--- src/hw/mag_seq_pkg.sv ---
// Behaviour
// mode code 00001 runs one measurement, stores results, returns to power-down, clears mode
// single measurement completion into power-down sets the result ready flag
// any result register or second status read clears the result ready flag
// a set ready flag survives leaving power-down; only data reads clear it
// ready output pin always equals the result ready flag
// results keep previous values while a measurement runs
// periodic codes 00010..01100 select 10, 20, 50, 100, 200 and 1 Hz
// between periodic measurements only the interval counter runs; wake when interval elapses
// periodic measurements repeat until power-down code 00000 is written
// periodic code written in periodic mode restarts measurement, keeps status and results
// periodic mode sets ready on entering interval sleep after a good measurement
// first result or second status read starts a read, clears ready and overrun
// results are locked from read start until the second status register is read
// host must end every data read by reading the second status register
// host polls the ready flag or watches the pin, then reads status and data
// unread result overtaken: keep ready, store newer result, set overrun
// read in progress when next result completes: keep old, drop new, set overrun
// overflow flag set when summed absolute field reaches 4912 uT, refreshed on store
// code 10000 energises the internal source, measures once like single mode
// host judges self-test: X,Y in -200..+200, Z in -800..-200
// host selects power-down and waits 100 us before another mode code
// measurement and interval counts derive from the clock; interval starts at measurement start
package mag_seq_pkg;

  localparam int CLOCK_HZ    = 50_000_000;
  localparam int MEAS_TIME_US = 2000;
  localparam int US_PER_S    = 1_000_000;
  localparam int CNT_W       = 26;

  localparam int RATE_MODE1_HZ = 10;
  localparam int RATE_MODE2_HZ = 20;
  localparam int RATE_MODE3_HZ = 50;
  localparam int RATE_MODE4_HZ = 100;
  localparam int RATE_MODE5_HZ = 200;
  localparam int RATE_MODE6_HZ = 1;

  localparam logic [4:0] MODE_OFF      = 5'h00;
  localparam logic [4:0] MODE_SINGLE   = 5'h01;
  localparam logic [4:0] MODE_PERIOD1  = 5'h02;
  localparam logic [4:0] MODE_PERIOD2  = 5'h04;
  localparam logic [4:0] MODE_PERIOD3  = 5'h06;
  localparam logic [4:0] MODE_PERIOD4  = 5'h08;
  localparam logic [4:0] MODE_PERIOD5  = 5'h0A;
  localparam logic [4:0] MODE_PERIOD6  = 5'h0C;
  localparam logic [4:0] MODE_SELFTEST = 5'h10;

  localparam logic [7:0] FIRST_STATUS_ADDR  = 8'h00;
  localparam logic [7:0] X_RESULT_LOW_ADDR  = 8'h04;
  localparam logic [7:0] X_RESULT_HIGH_ADDR = 8'h08;
  localparam logic [7:0] Y_RESULT_LOW_ADDR  = 8'h0C;
  localparam logic [7:0] Y_RESULT_HIGH_ADDR = 8'h10;
  localparam logic [7:0] Z_RESULT_LOW_ADDR  = 8'h14;
  localparam logic [7:0] Z_RESULT_HIGH_ADDR = 8'h18;
  localparam logic [7:0] TEMP_SPARE_ADDR    = 8'h1C;
  localparam logic [7:0] SECOND_STATUS_ADDR = 8'h20;
  localparam logic [7:0] CONTROL_TWO_ADDR   = 8'h24;

  localparam int READY_BIT    = 0;
  localparam int OVERRUN_BIT  = 1;
  localparam int OVERFLOW_BIT = 3;

  localparam int FIELD_LIMIT_UT      = 4912;
  localparam int CENTI_UT_PER_LSB    = 15;
  localparam int CENTI_PER_UNIT      = 100;
  localparam logic [23:0] OVF_LIMIT_SCALED = 24'(FIELD_LIMIT_UT * CENTI_PER_UNIT);
  localparam logic [3:0]  OVF_LSB_SCALE    = 4'(CENTI_UT_PER_LSB);

  localparam logic [31:0] READ_ZERO = 32'h0000_0000;

  typedef enum logic [1:0] {
    S_IDLE    = 2'b00,
    S_MEASURE = 2'b01,
    S_SLEEP   = 2'b11
  } seq_state_t;

  typedef struct packed {
    logic        psel;
    logic        penable;
    logic        pwrite;
    logic [7:0]  paddr;
    logic [31:0] pwdata;
  } apb_req_t;

  typedef struct packed {
    logic        pready;
    logic        pslverr;
    logic [31:0] prdata;
  } apb_rsp_t;

  typedef struct packed {
    logic signed [15:0] x_axis_value;
    logic signed [15:0] y_axis_value;
    logic signed [15:0] z_axis_value;
  } axes_t;

  typedef struct packed {
    seq_state_t       state;
    logic [4:0]       mode;
    logic [CNT_W-1:0] meas_cnt;
    logic [CNT_W-1:0] interval_cnt;
    logic             result_ready_flag;
    logic             result_overrun_flag;
    logic             field_overflow_flag;
    logic             read_lock;
    axes_t            result;
    logic             sensor_on;
    logic             selftest_on;
    apb_rsp_t         rsp;
  } ctrl_state_t;

endpackage

--- src/hw/level_sync.sv ---
`timescale 1ns/1ps
`default_nettype none
module level_sync #(
  parameter int WIDTH = 1
) (
  input  wire logic             clk_in,
  input  wire logic             rst_n_in,
  input  wire logic [WIDTH-1:0] data_in,
  output logic      [WIDTH-1:0] data_out
);
  typedef struct packed {
    logic [WIDTH-1:0] first;
    logic [WIDTH-1:0] second;
  } sync_state_t;

  sync_state_t st;
  sync_state_t next_st;

  always_comb begin
    next_st.first  = data_in;
    next_st.second = st.first;
  end

  always_ff @(posedge clk_in or negedge rst_n_in) begin
    if (!rst_n_in) begin
      st <= '0;
    end else begin
      st <= next_st;
    end
  end

  assign data_out = st.second;
endmodule // level_sync
`default_nettype wire

--- src/hw/field_overflow_check.sv ---
`timescale 1ns/1ps
`default_nettype none
module field_overflow_check import mag_seq_pkg::*; (
  input  wire axes_t axes_in,
  output logic       overflow_out
);
  logic [16:0] abs_x;
  logic [16:0] abs_y;
  logic [16:0] abs_z;
  logic [18:0] abs_sum;
  logic [23:0] scaled;

  // compare in centi-microtesla so the limit needs no rounding
  always_comb begin
    abs_x = axes_in.x_axis_value[15] ? 17'(-$signed({axes_in.x_axis_value[15], axes_in.x_axis_value}))
                                     : 17'(axes_in.x_axis_value);
    abs_y = axes_in.y_axis_value[15] ? 17'(-$signed({axes_in.y_axis_value[15], axes_in.y_axis_value}))
                                     : 17'(axes_in.y_axis_value);
    abs_z = axes_in.z_axis_value[15] ? 17'(-$signed({axes_in.z_axis_value[15], axes_in.z_axis_value}))
                                     : 17'(axes_in.z_axis_value);
    abs_sum      = 19'(abs_x) + 19'(abs_y) + 19'(abs_z);
    scaled       = 24'(abs_sum) * 24'(OVF_LSB_SCALE);
    overflow_out = (scaled >= OVF_LIMIT_SCALED);
  end
endmodule // field_overflow_check
`default_nettype wire

--- src/hw/magnetometer_measurement_sequencer.sv ---
`timescale 1ns/1ps
`default_nettype none
module magnetometer_measurement_sequencer import mag_seq_pkg::*; #(
  parameter int MEAS_CYCLES     = MEAS_TIME_US * (CLOCK_HZ / US_PER_S),
  parameter int INTERVAL1_CYCLES = CLOCK_HZ / RATE_MODE1_HZ,
  parameter int INTERVAL2_CYCLES = CLOCK_HZ / RATE_MODE2_HZ,
  parameter int INTERVAL3_CYCLES = CLOCK_HZ / RATE_MODE3_HZ,
  parameter int INTERVAL4_CYCLES = CLOCK_HZ / RATE_MODE4_HZ,
  parameter int INTERVAL5_CYCLES = CLOCK_HZ / RATE_MODE5_HZ,
  parameter int INTERVAL6_CYCLES = CLOCK_HZ / RATE_MODE6_HZ
) (
  input  wire logic     CLOCK_IN,
  input  wire logic     RST_N_IN,
  input  wire apb_req_t APB_REQ_IN,
  output var  apb_rsp_t APB_RSP_OUT,
  input  wire axes_t    SENSOR_IN,
  output logic          RESULT_READY_OUT,
  output logic          SENSOR_POWER_OUT,
  output logic          SELFTEST_SOURCE_OUT
);

  localparam logic [CNT_W-1:0] MEAS_LAST = CNT_W'(MEAS_CYCLES - 1);

  ctrl_state_t      st;
  ctrl_state_t      next_st;
  axes_t            sensor_sync;
  logic             overflow_calc;
  logic [CNT_W-1:0] period_last;
  logic             setup;
  logic             access;
  logic             rd_access;
  logic             wr_control;
  logic             result_read;
  logic             status2_read;
  logic             meas_done;
  logic             protect;
  logic             periodic_now;
  logic [4:0]       code;

  // the front end is free running; samples are only taken at the end of a measurement,
  // when the converter output has settled, so a plain two-stage sync is adequate
  level_sync #(
    .WIDTH($bits(axes_t))
  ) u_sensor_sync (
    .clk_in  (CLOCK_IN),
    .rst_n_in(RST_N_IN),
    .data_in (SENSOR_IN),
    .data_out(sensor_sync)
  );

  field_overflow_check u_overflow (
    .axes_in     (sensor_sync),
    .overflow_out(overflow_calc)
  );

  function automatic logic is_periodic(input logic [4:0] m);
    case (m)
      MODE_PERIOD1, MODE_PERIOD2, MODE_PERIOD3,
      MODE_PERIOD4, MODE_PERIOD5, MODE_PERIOD6: is_periodic = 1'b1;
      default:                                  is_periodic = 1'b0;
    endcase
  endfunction

  always_comb begin
    case (st.mode)
      MODE_PERIOD1: period_last = CNT_W'(INTERVAL1_CYCLES - 1);
      MODE_PERIOD2: period_last = CNT_W'(INTERVAL2_CYCLES - 1);
      MODE_PERIOD3: period_last = CNT_W'(INTERVAL3_CYCLES - 1);
      MODE_PERIOD4: period_last = CNT_W'(INTERVAL4_CYCLES - 1);
      MODE_PERIOD5: period_last = CNT_W'(INTERVAL5_CYCLES - 1);
      MODE_PERIOD6: period_last = CNT_W'(INTERVAL6_CYCLES - 1);
      default:      period_last = '1;
    endcase
  end

  always_comb begin
    setup        = APB_REQ_IN.psel && !APB_REQ_IN.penable;
    access       = APB_REQ_IN.psel && APB_REQ_IN.penable && st.rsp.pready;
    rd_access    = access && !APB_REQ_IN.pwrite;
    wr_control   = access && APB_REQ_IN.pwrite && (APB_REQ_IN.paddr == CONTROL_TWO_ADDR);
    status2_read = rd_access && (APB_REQ_IN.paddr == SECOND_STATUS_ADDR);
    result_read  = rd_access && (APB_REQ_IN.paddr >= X_RESULT_LOW_ADDR)
                             && (APB_REQ_IN.paddr <= SECOND_STATUS_ADDR)
                             && (APB_REQ_IN.paddr[1:0] == 2'b00);
    meas_done    = (st.state == S_MEASURE) && (st.meas_cnt == MEAS_LAST);
    // a read that begins in the completion cycle already saw the old data
    protect      = st.read_lock || result_read;
    periodic_now = is_periodic(st.mode);
    code         = APB_REQ_IN.pwdata[4:0];
  end

  always_comb begin
    next_st             = st;
    next_st.rsp.pready  = 1'b0;
    next_st.rsp.pslverr = 1'b0;

    // register read data is prepared in the setup cycle, answered with no wait state
    if (setup) begin
      next_st.rsp.pready = 1'b1;
      next_st.rsp.prdata = READ_ZERO;
      case (APB_REQ_IN.paddr)
        FIRST_STATUS_ADDR: begin
          next_st.rsp.prdata[READY_BIT]   = st.result_ready_flag;
          next_st.rsp.prdata[OVERRUN_BIT] = st.result_overrun_flag;
        end
        X_RESULT_LOW_ADDR:  next_st.rsp.prdata[7:0] = st.result.x_axis_value[7:0];
        X_RESULT_HIGH_ADDR: next_st.rsp.prdata[7:0] = st.result.x_axis_value[15:8];
        Y_RESULT_LOW_ADDR:  next_st.rsp.prdata[7:0] = st.result.y_axis_value[7:0];
        Y_RESULT_HIGH_ADDR: next_st.rsp.prdata[7:0] = st.result.y_axis_value[15:8];
        Z_RESULT_LOW_ADDR:  next_st.rsp.prdata[7:0] = st.result.z_axis_value[7:0];
        Z_RESULT_HIGH_ADDR: next_st.rsp.prdata[7:0] = st.result.z_axis_value[15:8];
        TEMP_SPARE_ADDR:    next_st.rsp.prdata      = READ_ZERO;
        SECOND_STATUS_ADDR: next_st.rsp.prdata[OVERFLOW_BIT] = st.field_overflow_flag;
        CONTROL_TWO_ADDR:   next_st.rsp.prdata[4:0] = st.mode;
        default:            next_st.rsp.pslverr = 1'b1;
      endcase
    end

    // read side effects; a completion below may set the overrun flag again and then wins
    if (result_read) begin
      next_st.result_ready_flag = 1'b0;
      if (!st.read_lock) begin
        next_st.result_overrun_flag = 1'b0;
        next_st.read_lock           = 1'b1;
      end
    end
    if (status2_read) begin
      next_st.read_lock = 1'b0;
    end

    case (st.state)
      S_IDLE: begin
        next_st.meas_cnt     = '0;
        next_st.interval_cnt = '0;
      end
      S_MEASURE: begin
        next_st.meas_cnt     = st.meas_cnt + 1'b1;
        next_st.interval_cnt = st.interval_cnt + 1'b1;
        if (meas_done) begin
          if (protect) begin
            next_st.result_overrun_flag = 1'b1;
          end else begin
            if (st.result_ready_flag && !result_read) begin
              next_st.result_overrun_flag = 1'b1;
            end
            next_st.result              = sensor_sync;
            next_st.field_overflow_flag = overflow_calc;
            next_st.result_ready_flag   = 1'b1;
          end
          if (periodic_now) begin
            next_st.state = S_SLEEP;
          end else begin
            next_st.state = S_IDLE;
            next_st.mode  = MODE_OFF;
          end
        end
      end
      S_SLEEP: begin
        next_st.interval_cnt = st.interval_cnt + 1'b1;
        if (st.interval_cnt >= period_last) begin
          next_st.state        = S_MEASURE;
          next_st.meas_cnt     = '0;
          next_st.interval_cnt = '0;
        end
      end
      default: begin
        next_st.state = S_IDLE;
      end
    endcase

    // a mode write overrides the sequencing above but never touches flags or results
    if (wr_control) begin
      if (code == MODE_OFF) begin
        next_st.mode  = MODE_OFF;
        next_st.state = S_IDLE;
      end else if ((st.state == S_IDLE &&
                    (code == MODE_SINGLE || code == MODE_SELFTEST || is_periodic(code))) ||
                   (periodic_now && is_periodic(code))) begin
        next_st.mode         = code;
        next_st.state        = S_MEASURE;
        next_st.meas_cnt     = '0;
        next_st.interval_cnt = '0;
      end
    end

    next_st.sensor_on   = (next_st.state == S_MEASURE);
    next_st.selftest_on = (next_st.state == S_MEASURE) && (next_st.mode == MODE_SELFTEST);
  end

  always_ff @(posedge CLOCK_IN or negedge RST_N_IN) begin
    if (!RST_N_IN) begin
      st <= '0;
    end else begin
      st <= next_st;
    end
  end

  assign APB_RSP_OUT         = st.rsp;
  assign RESULT_READY_OUT    = st.result_ready_flag;
  assign SENSOR_POWER_OUT    = st.sensor_on;
  assign SELFTEST_SOURCE_OUT = st.selftest_on;
endmodule // magnetometer_measurement_sequencer
`default_nettype wire

--- config.mk ---
export PLATFORM = sky130hd
export DESIGN_NAME = magnetometer_measurement_sequencer
export DESIGN_NICKNAME = d
export VERILOG_FILES = /design/src/hw/mag_seq_pkg.sv /design/src/hw/level_sync.sv /design/src/hw/field_overflow_check.sv /design/src/hw/magnetometer_measurement_sequencer.sv
export SDC_FILE = /design/constraint.sdc
export NUM_CORES = 1
export LEC_CHECK = 0
export BUFFER_PORTS_ARGS = -buffer_cell sky130_fd_sc_hd__buf_4
export CAP_MARGIN = 40
export CORE_AREA = 4 4 156 196
export CTS_CLUSTER_SIZE = 10
export DETAILED_ROUTE_END_ITERATION = 8
export DIE_AREA = 0 0 160 200
export PLACE_DENSITY = 0.68
export SYNTH_ARGS = -nofsm -noshare
export SYNTH_HDL_FRONTEND = slang
export SYNTH_SLANG_ARGS = --single-unit
--- constraint.sdc ---
create_clock -name CLOCK_IN -period 13.55 [get_ports CLOCK_IN]
set_input_delay 1.355 -clock CLOCK_IN [delete_from_list [all_inputs] [get_ports CLOCK_IN]]
set_output_delay 1.355 -clock CLOCK_IN [all_outputs]
set_load 0.02 [all_outputs]
==> run_results.csv, run 1 <==
group,metric,value,unit
timing,rsz0062_at_grt,"false",
final_layout,layout.nets,1754,
global_routing,busiest_layer,"met2",
global_routing,track_usage,20.3,%
critical_path,crit_arrival,7.98,ns
global_routing,antenna_found_initial,0,
route,drtIter0Drc,661,
clock_network,cts_buffer_depth,3,
run_status,outcome,"finished, final reports clean",
route,drtPass1Iterations,5,
place,place_hpwl,25200,microns
route,vias_per_cell,5.81,
global_routing,grt_pass1_vias,11000,
final_layout,nFillCells,2559,
clock_network,cts-root-buf,"clkbuf_16",
final_layout,fin_util,54.7,%
place,portBuffers,78,
yosys,syn_area_per_cell,9.61,sq um
final_layout,final_cell_mix,"dfrtp_1, nand2_1, ha_1",
timing,fin_tns_setup,0,ns
critical_path,critPathKind,"register to register",
place,gp_congestion,0.893,
place,pre_cts_slack,6.06,ns
yosys,yosysSeqAreaShare,38.6,%
yosys,synth_seq_cells,219,
critical_path,critPathRequiredTime,13.96,ns
clock_network,post_cts_resized,0,
die,die_x,160,microns
global_routing,grtUsageMet2,38.4,%
yosys,synth_area,14200,sq um
timing,hold_viol_final,0,
global_routing,grt_start_max_net_pins,68,
critical_path,start_kind,"register",
timing,setup-violations-final,0,
clock_network,clk_latency,0.53,ns
final_layout,diodes,0,
timing,relSlewSlack,38.3,%
min_path,hold_path_class,"register to register",
yosys,synth.distinct_cells,85,
clock_network,cts_tree,"done",
global_routing,grt_pass1_wl,54300,microns
clock_network,cts_buffers,26,
clock_network,cts_hold_buf,0,
critical_path,critPathTopFamily,"compound AO/OA/AOI/OAI gates",
yosys,ys_warn_count,0,
timing,fmax,0.132,GHz
critical_path,end_kind,"register",
final_layout,area_growth_syn_to_layout,11.3,%
die,core-area,28900,sq um
yosys,synth_cells,1478,
clock_network,numClockSinks,219,
route,vias,11100,
critical_path,crit_buf_inv,4,
global_routing,grtUsageMet3,2.12,%
timing,timing_max_transition_violations_final,0,
clock_network,path_clk_slew,0.05,ns
final_layout,drive_gt1_share,14.0,%
final_layout,mostFrequentLayoutCell,"dfrtp_1",
critical_path,cp_max_fo,7,
critical_path,critPathMaxStageDelay,0.55,ns
global_routing,overflow,0,
yosys,async_flop_share,100,%
timing,timing.final.crit_period,7.57,ns
clock_network,cts_setup_buffers,0,
yosys,ys.flop_type,"dfrtp_1",
global_routing,grt_util_met1,24.1,%
clock_network,cts_max_level,1,
die,io_pins,130,
route,wl_per_cell,17.3,microns
die,initial_core_util,49.2,%
timing,finalCritPeriodShare,55.9,%
yosys,synth_edf_count,0,
route,wirelength,33000,microns
timing,final.setup_skew,0.0297,ns
die,die-area,32000,sq um
critical_path,critical-path-slowest-cell,"fa_1",
die,fp-row-count,70,
run,maxCapViolations,0,
route,drc,0,
timing,worst_slew_pin_slew,0.923,ns
die,die_height,200,microns
timing,worst_slack,5.98,ns
route,detail-route-antenna-nets,0,
==> per-layer routing <==
layer	up-vias	part of all wire, %	wire [microns]
li1	5395	-	-
met1	5406	40	13200
met2	206	53	17500
met3	68	3.4	1110
met4	0	3.6	1180
met5	-	0	0
==> stage by stage <==
| step | cells | cell area [sq um] | hold WS, ns |
|---|---|---|---|
| after floorplan | 1504 | 14300 | 0.331 |
| after global placement | 1865 | 14900 | 0.334 |
| after detailed placement | 1874 | 15100 | 0.335 |
| after CTS | 1907 | 15800 | 0.342 |
| after global routing | 1907 | 15800 | 0.346 |
| final | 1907 | 15800 | 0.341 |
==> cell type report <==
cell class	instances	area (sq um)	area share (%)
multi-input combinational	1126	8080	51.1
sequential	219	5480	34.7
timing repair buffer	92	781	4.94
clock buffer	31	689	4.36
tap	360	450	2.85
inverter	77	289	1.83
clock inverter	2	46.3	0.293
==> cells in the mapped netlist (5+ instances only) <==
cell type | count | area (sq um)
o21bai_1 | 6 | 45.0
or2_2 | 9 | 56.3
o21ai_1 | 6 | 30.0
o41ai_1 | 7 | 61.3
o22ai_1 | 14 | 87.6
a221oi_1 | 5 | 43.8
buf_2 | 15 | 75.1
a21oi_1 | 65 | 325
nor2_1 | 92 | 345
ha_1 | 92 | 1150
o21ai_0 | 88 | 440
a211oi_1 | 20 | 150
inv_1 | 75 | 282
nor2b_1 | 8 | 50.1
nand2b_1 | 20 | 125
buf_4 | 35 | 263
a22o_1 | 5 | 43.8
xnor2_1 | 75 | 657
nor4_1 | 15 | 93.8
and3_1 | 14 | 87.6
xor2_1 | 8 | 70.1
a31oi_1 | 28 | 175
dfrtp_1 | 219 | 5480
or3_1 | 14 | 87.6
nand3_1 | 39 | 195
mux2_2 | 59 | 664
o21a_1 | 19 | 143
a21o_1 | 24 | 180
fa_1 | 27 | 541
clkbuf_1 | 27 | 101
o31ai_1 | 9 | 67.6
nand4_1 | 17 | 106
o211ai_1 | 20 | 150
nor3_1 | 48 | 240
nand2_1 | 141 | 529
and2_1 | 11 | 68.8
a222oi_1 | 7 | 70.1
nor4b_1 | 5 | 43.8
==> worst paths after layout <==
| kind | start | end | slack (ns) | depth (start not counted) |
|---|---|---|---|---|
| min in group asynchronous | RST_N_IN | u_sensor_sync.data_out[46] | 0.77 | 1 |
| hold / removal | u_sensor_sync.next_st[4] | u_sensor_sync.data_out[4] | 0.34 | 0 |
| max in group asynchronous | RST_N_IN | st[90] | 11.66 | 3 |
| hold reg to reg | u_sensor_sync.next_st[4] | u_sensor_sync.data_out[4] | 0.34 | 0 |
| setup reg to reg | u_sensor_sync.data_out[16] | st[85] | 5.98 | 31 |
| setup / recovery | u_sensor_sync.data_out[16] | st[85] | 5.98 | 31 |
==> sequential cells by signal, summed over array words and instances, names as in the netlist <==
| register | count |
|---|---|
| RESULT_READY_OUT | 1 |
| SELFTEST_SOURCE_OUT | 1 |
| SENSOR_POWER_OUT | 1 |
| u_sensor_sync.data_out | 48 |
| APB_RSP_OUT | 10 |
| u_sensor_sync.next_st | 48 |
| st | 110 |
==> cell families (layout without fill, tap and decap cells) <==
kind of cell,count (synthesis),in the layout,synth area share (%)
DFF,219,219,38.6
muxes,63,63,4.96
adders and majority gates,122,122,12.1
and+or+nand+nor,456,456,15.7
buffers and inverters,159,202,5.36
AOI/OAI and AO/OA,372,372,17.7
xor gates and xnor gates,86,86,5.54
other,1,27,0.0264
Power of run 1 is not shown: default switching activity piles up to over one toggle a cycle in this logic, so the estimate is an artifact.
==> run 2, diff against run 1 <==
Clock period 13.55 ns to 7 ns, I/O delays scaled along.
==> run 2 against run 1 <==
Against the previous run:
- sequential share of layout area shrank 1.5 points
- design area increased by 4.6%
- via count is 3.2% higher
- critical path type unchanged
- cell count grew 3.6%
- fmax increased by 12%
==> run_results.csv, run 2 (same netlist as run 1, synthesis figures left out) <==
group,metric,value,unit
die,initial_core_util,49.2,%
clock_network,cts_buffer_depth,3,
timing,finalCritPeriodShare,97.0,%
clock_network,numClockSinks,219,
timing,fmax,0.147,GHz
route,wirelength,34300,microns
die,fp-row-count,70,
clock_network,cts-root-buf,"clkbuf_16",
timing,worst_slew_pin_slew,0.869,ns
clock_network,cts_tree,"done",
route,drc,0,
route,drtPass1Iterations,5,
die,die_height,200,microns
final_layout,mostFrequentLayoutCell,"dfrtp_1",
clock_network,cts_buffers,26,
critical_path,critPathMaxStageDelay,0.55,ns
critical_path,crit_arrival,7.24,ns
critical_path,critPathKind,"register to register",
place,portBuffers,78,
timing,timing.final.crit_period,6.79,ns
clock_network,cts_max_level,1,
clock_network,cts_hold_buf,0,
route,route.met3.wl,1180,microns
critical_path,start_kind,"register",
critical_path,critPathRequiredTime,7.45,ns
global_routing,grt_pass1_wl,55800,microns
place,gp_congestion,0.883,
global_routing,grt_start_max_net_pins,112,
timing,hold_viol_final,0,
critical_path,cp_max_fo,4,
route,drtIter0Drc,584,
min_path,hold_path_class,"input pin to async pin",
critical_path,critical-path-slowest-cell,"or4_4",
route,wl_met1,13700,microns
route,detail-route-antenna-nets,0,
timing,whs,0.181,ns
timing,final.setup_skew,0.0301,ns
run_status,outcome,"finished, final reports clean",
clock_network,path_clk_slew,0.05,ns
route,vias,11400,
final_layout,diodes,0,
place,dp.cells,1936,
route,vias_per_cell,5.78,
final_layout,layout.nets,1824,
run,maxCapViolations,0,
final_layout,largest_register,"st",
final_layout,area_growth_syn_to_layout,16.4,%
die,core-area,28900,sq um
global_routing,grt_pass1_vias,11200,
die,io_pins,130,
timing,timing_max_transition_violations_final,0,
timing,setup-violations-final,0,
final_layout,drive_gt1_share,20.5,%
route,wl_per_cell,17.4,microns
final_layout,finalNonFillerCells,1976,
die,die_x,160,microns
place,place_hpwl,25900,microns
route,top_layer,"met4",
global_routing,antenna_found_initial,0,
critical_path,end_kind,"register",
route,route.met2.wl,18200,microns
final_layout,final_cell_mix,"dfrtp_1, buf_4, nand2_1",
die,die-area,32000,sq um
global_routing,track_usage,20.9,%
global_routing,overflow,0,
final_layout,largest_register_ffs,110,
timing,rsz0062_at_grt,"true",
clock_network,clk_latency,0.53,ns
timing,relSlewSlack,42.1,%
-- run 2: cell count changes in the layout (fill, tap and decap cells not counted), moves of 4 or more --
cell     change
o21ai_0      -8
buf_4       +72
o21ai_1      +4
a21oi_1      -5
a21oi_2      +5
ha_1         -4
nor3_2       +4
o21ai_2      +4
-- run 2: layout make-up --
class / instances / area, sq um
multi-input combinational: 1126 / 8310
clock inverter: 2 / 46.3
timing repair buffer: 162 / 1270
clock buffer: 30 / 696
sequential: 219 / 5480
tap: 360 / 450
fill: 2536 / 12400
inverter: 77 / 289
-- run 2: final timing paths --
| kind | from | to | slack (ns) | cells past startpoint |
|---|---|---|---|---|
| worst max-delay path | u_sensor_sync.data_out[33] | st[85] | 0.21 | 32 |
| worst max register to register | u_sensor_sync.data_out[33] | st[85] | 0.21 | 32 |
| max in group asynchronous | RST_N_IN | u_sensor_sync.next_st[41] | 5.50 | 3 |
| min in group CLOCK_IN | SENSOR_IN[24] | u_sensor_sync.next_st[24] | 0.27 | 1 |
| worst min register to register | u_sensor_sync.next_st[15] | u_sensor_sync.data_out[15] | 0.34 | 0 |
| worst min-delay path | RST_N_IN | u_sensor_sync.next_st[45] | 0.18 | 1 |
-- run 2: through the flow --
step | worst slack [ns] | instance area (sq um) | utilization (%) | TNS (ns)
after floorplan | 0.467 | 14300 | - | 0
after global placement | -0.0920 | 15400 | 53.3 | -0.0920
after detailed placement | -0.138 | 15500 | 53.6 | -0.138
after CTS | 0.0134 | 16300 | 56.2 | 0
after global routing | -0.152 | 16500 | 57.2 | -0.152
final | 0.210 | 16500 | 57.2 | 0
-- run 2: critical path, delay by kind of cell, from the launching register on --
kind	cells	cell delay [ns]
fa+ha+maj	5	1.52
compound gates	11	2.11
flops	1	0.38
xor+xnor	2	0.26
buf+inv	3	0.33
simple gates	11	2.14
-- run 2: repair_timing --
action,in CTS,in global routing
cloned,0,0
setup buffers,0,8
gates resized for setup,5,52
pin swaps,0,29
setup endpoints to repair,1,1
-- run 2: layer usage --
metal | global-route usage, % | vias up
met1 | 25.2 | 5576
met3 | 2.26 | 72
met2 | 39.0 | 240
met4 | 7.52 | 0
li1 | - | 5536
met5 | 0 | -
Power of run 2 is left out for the same reason.
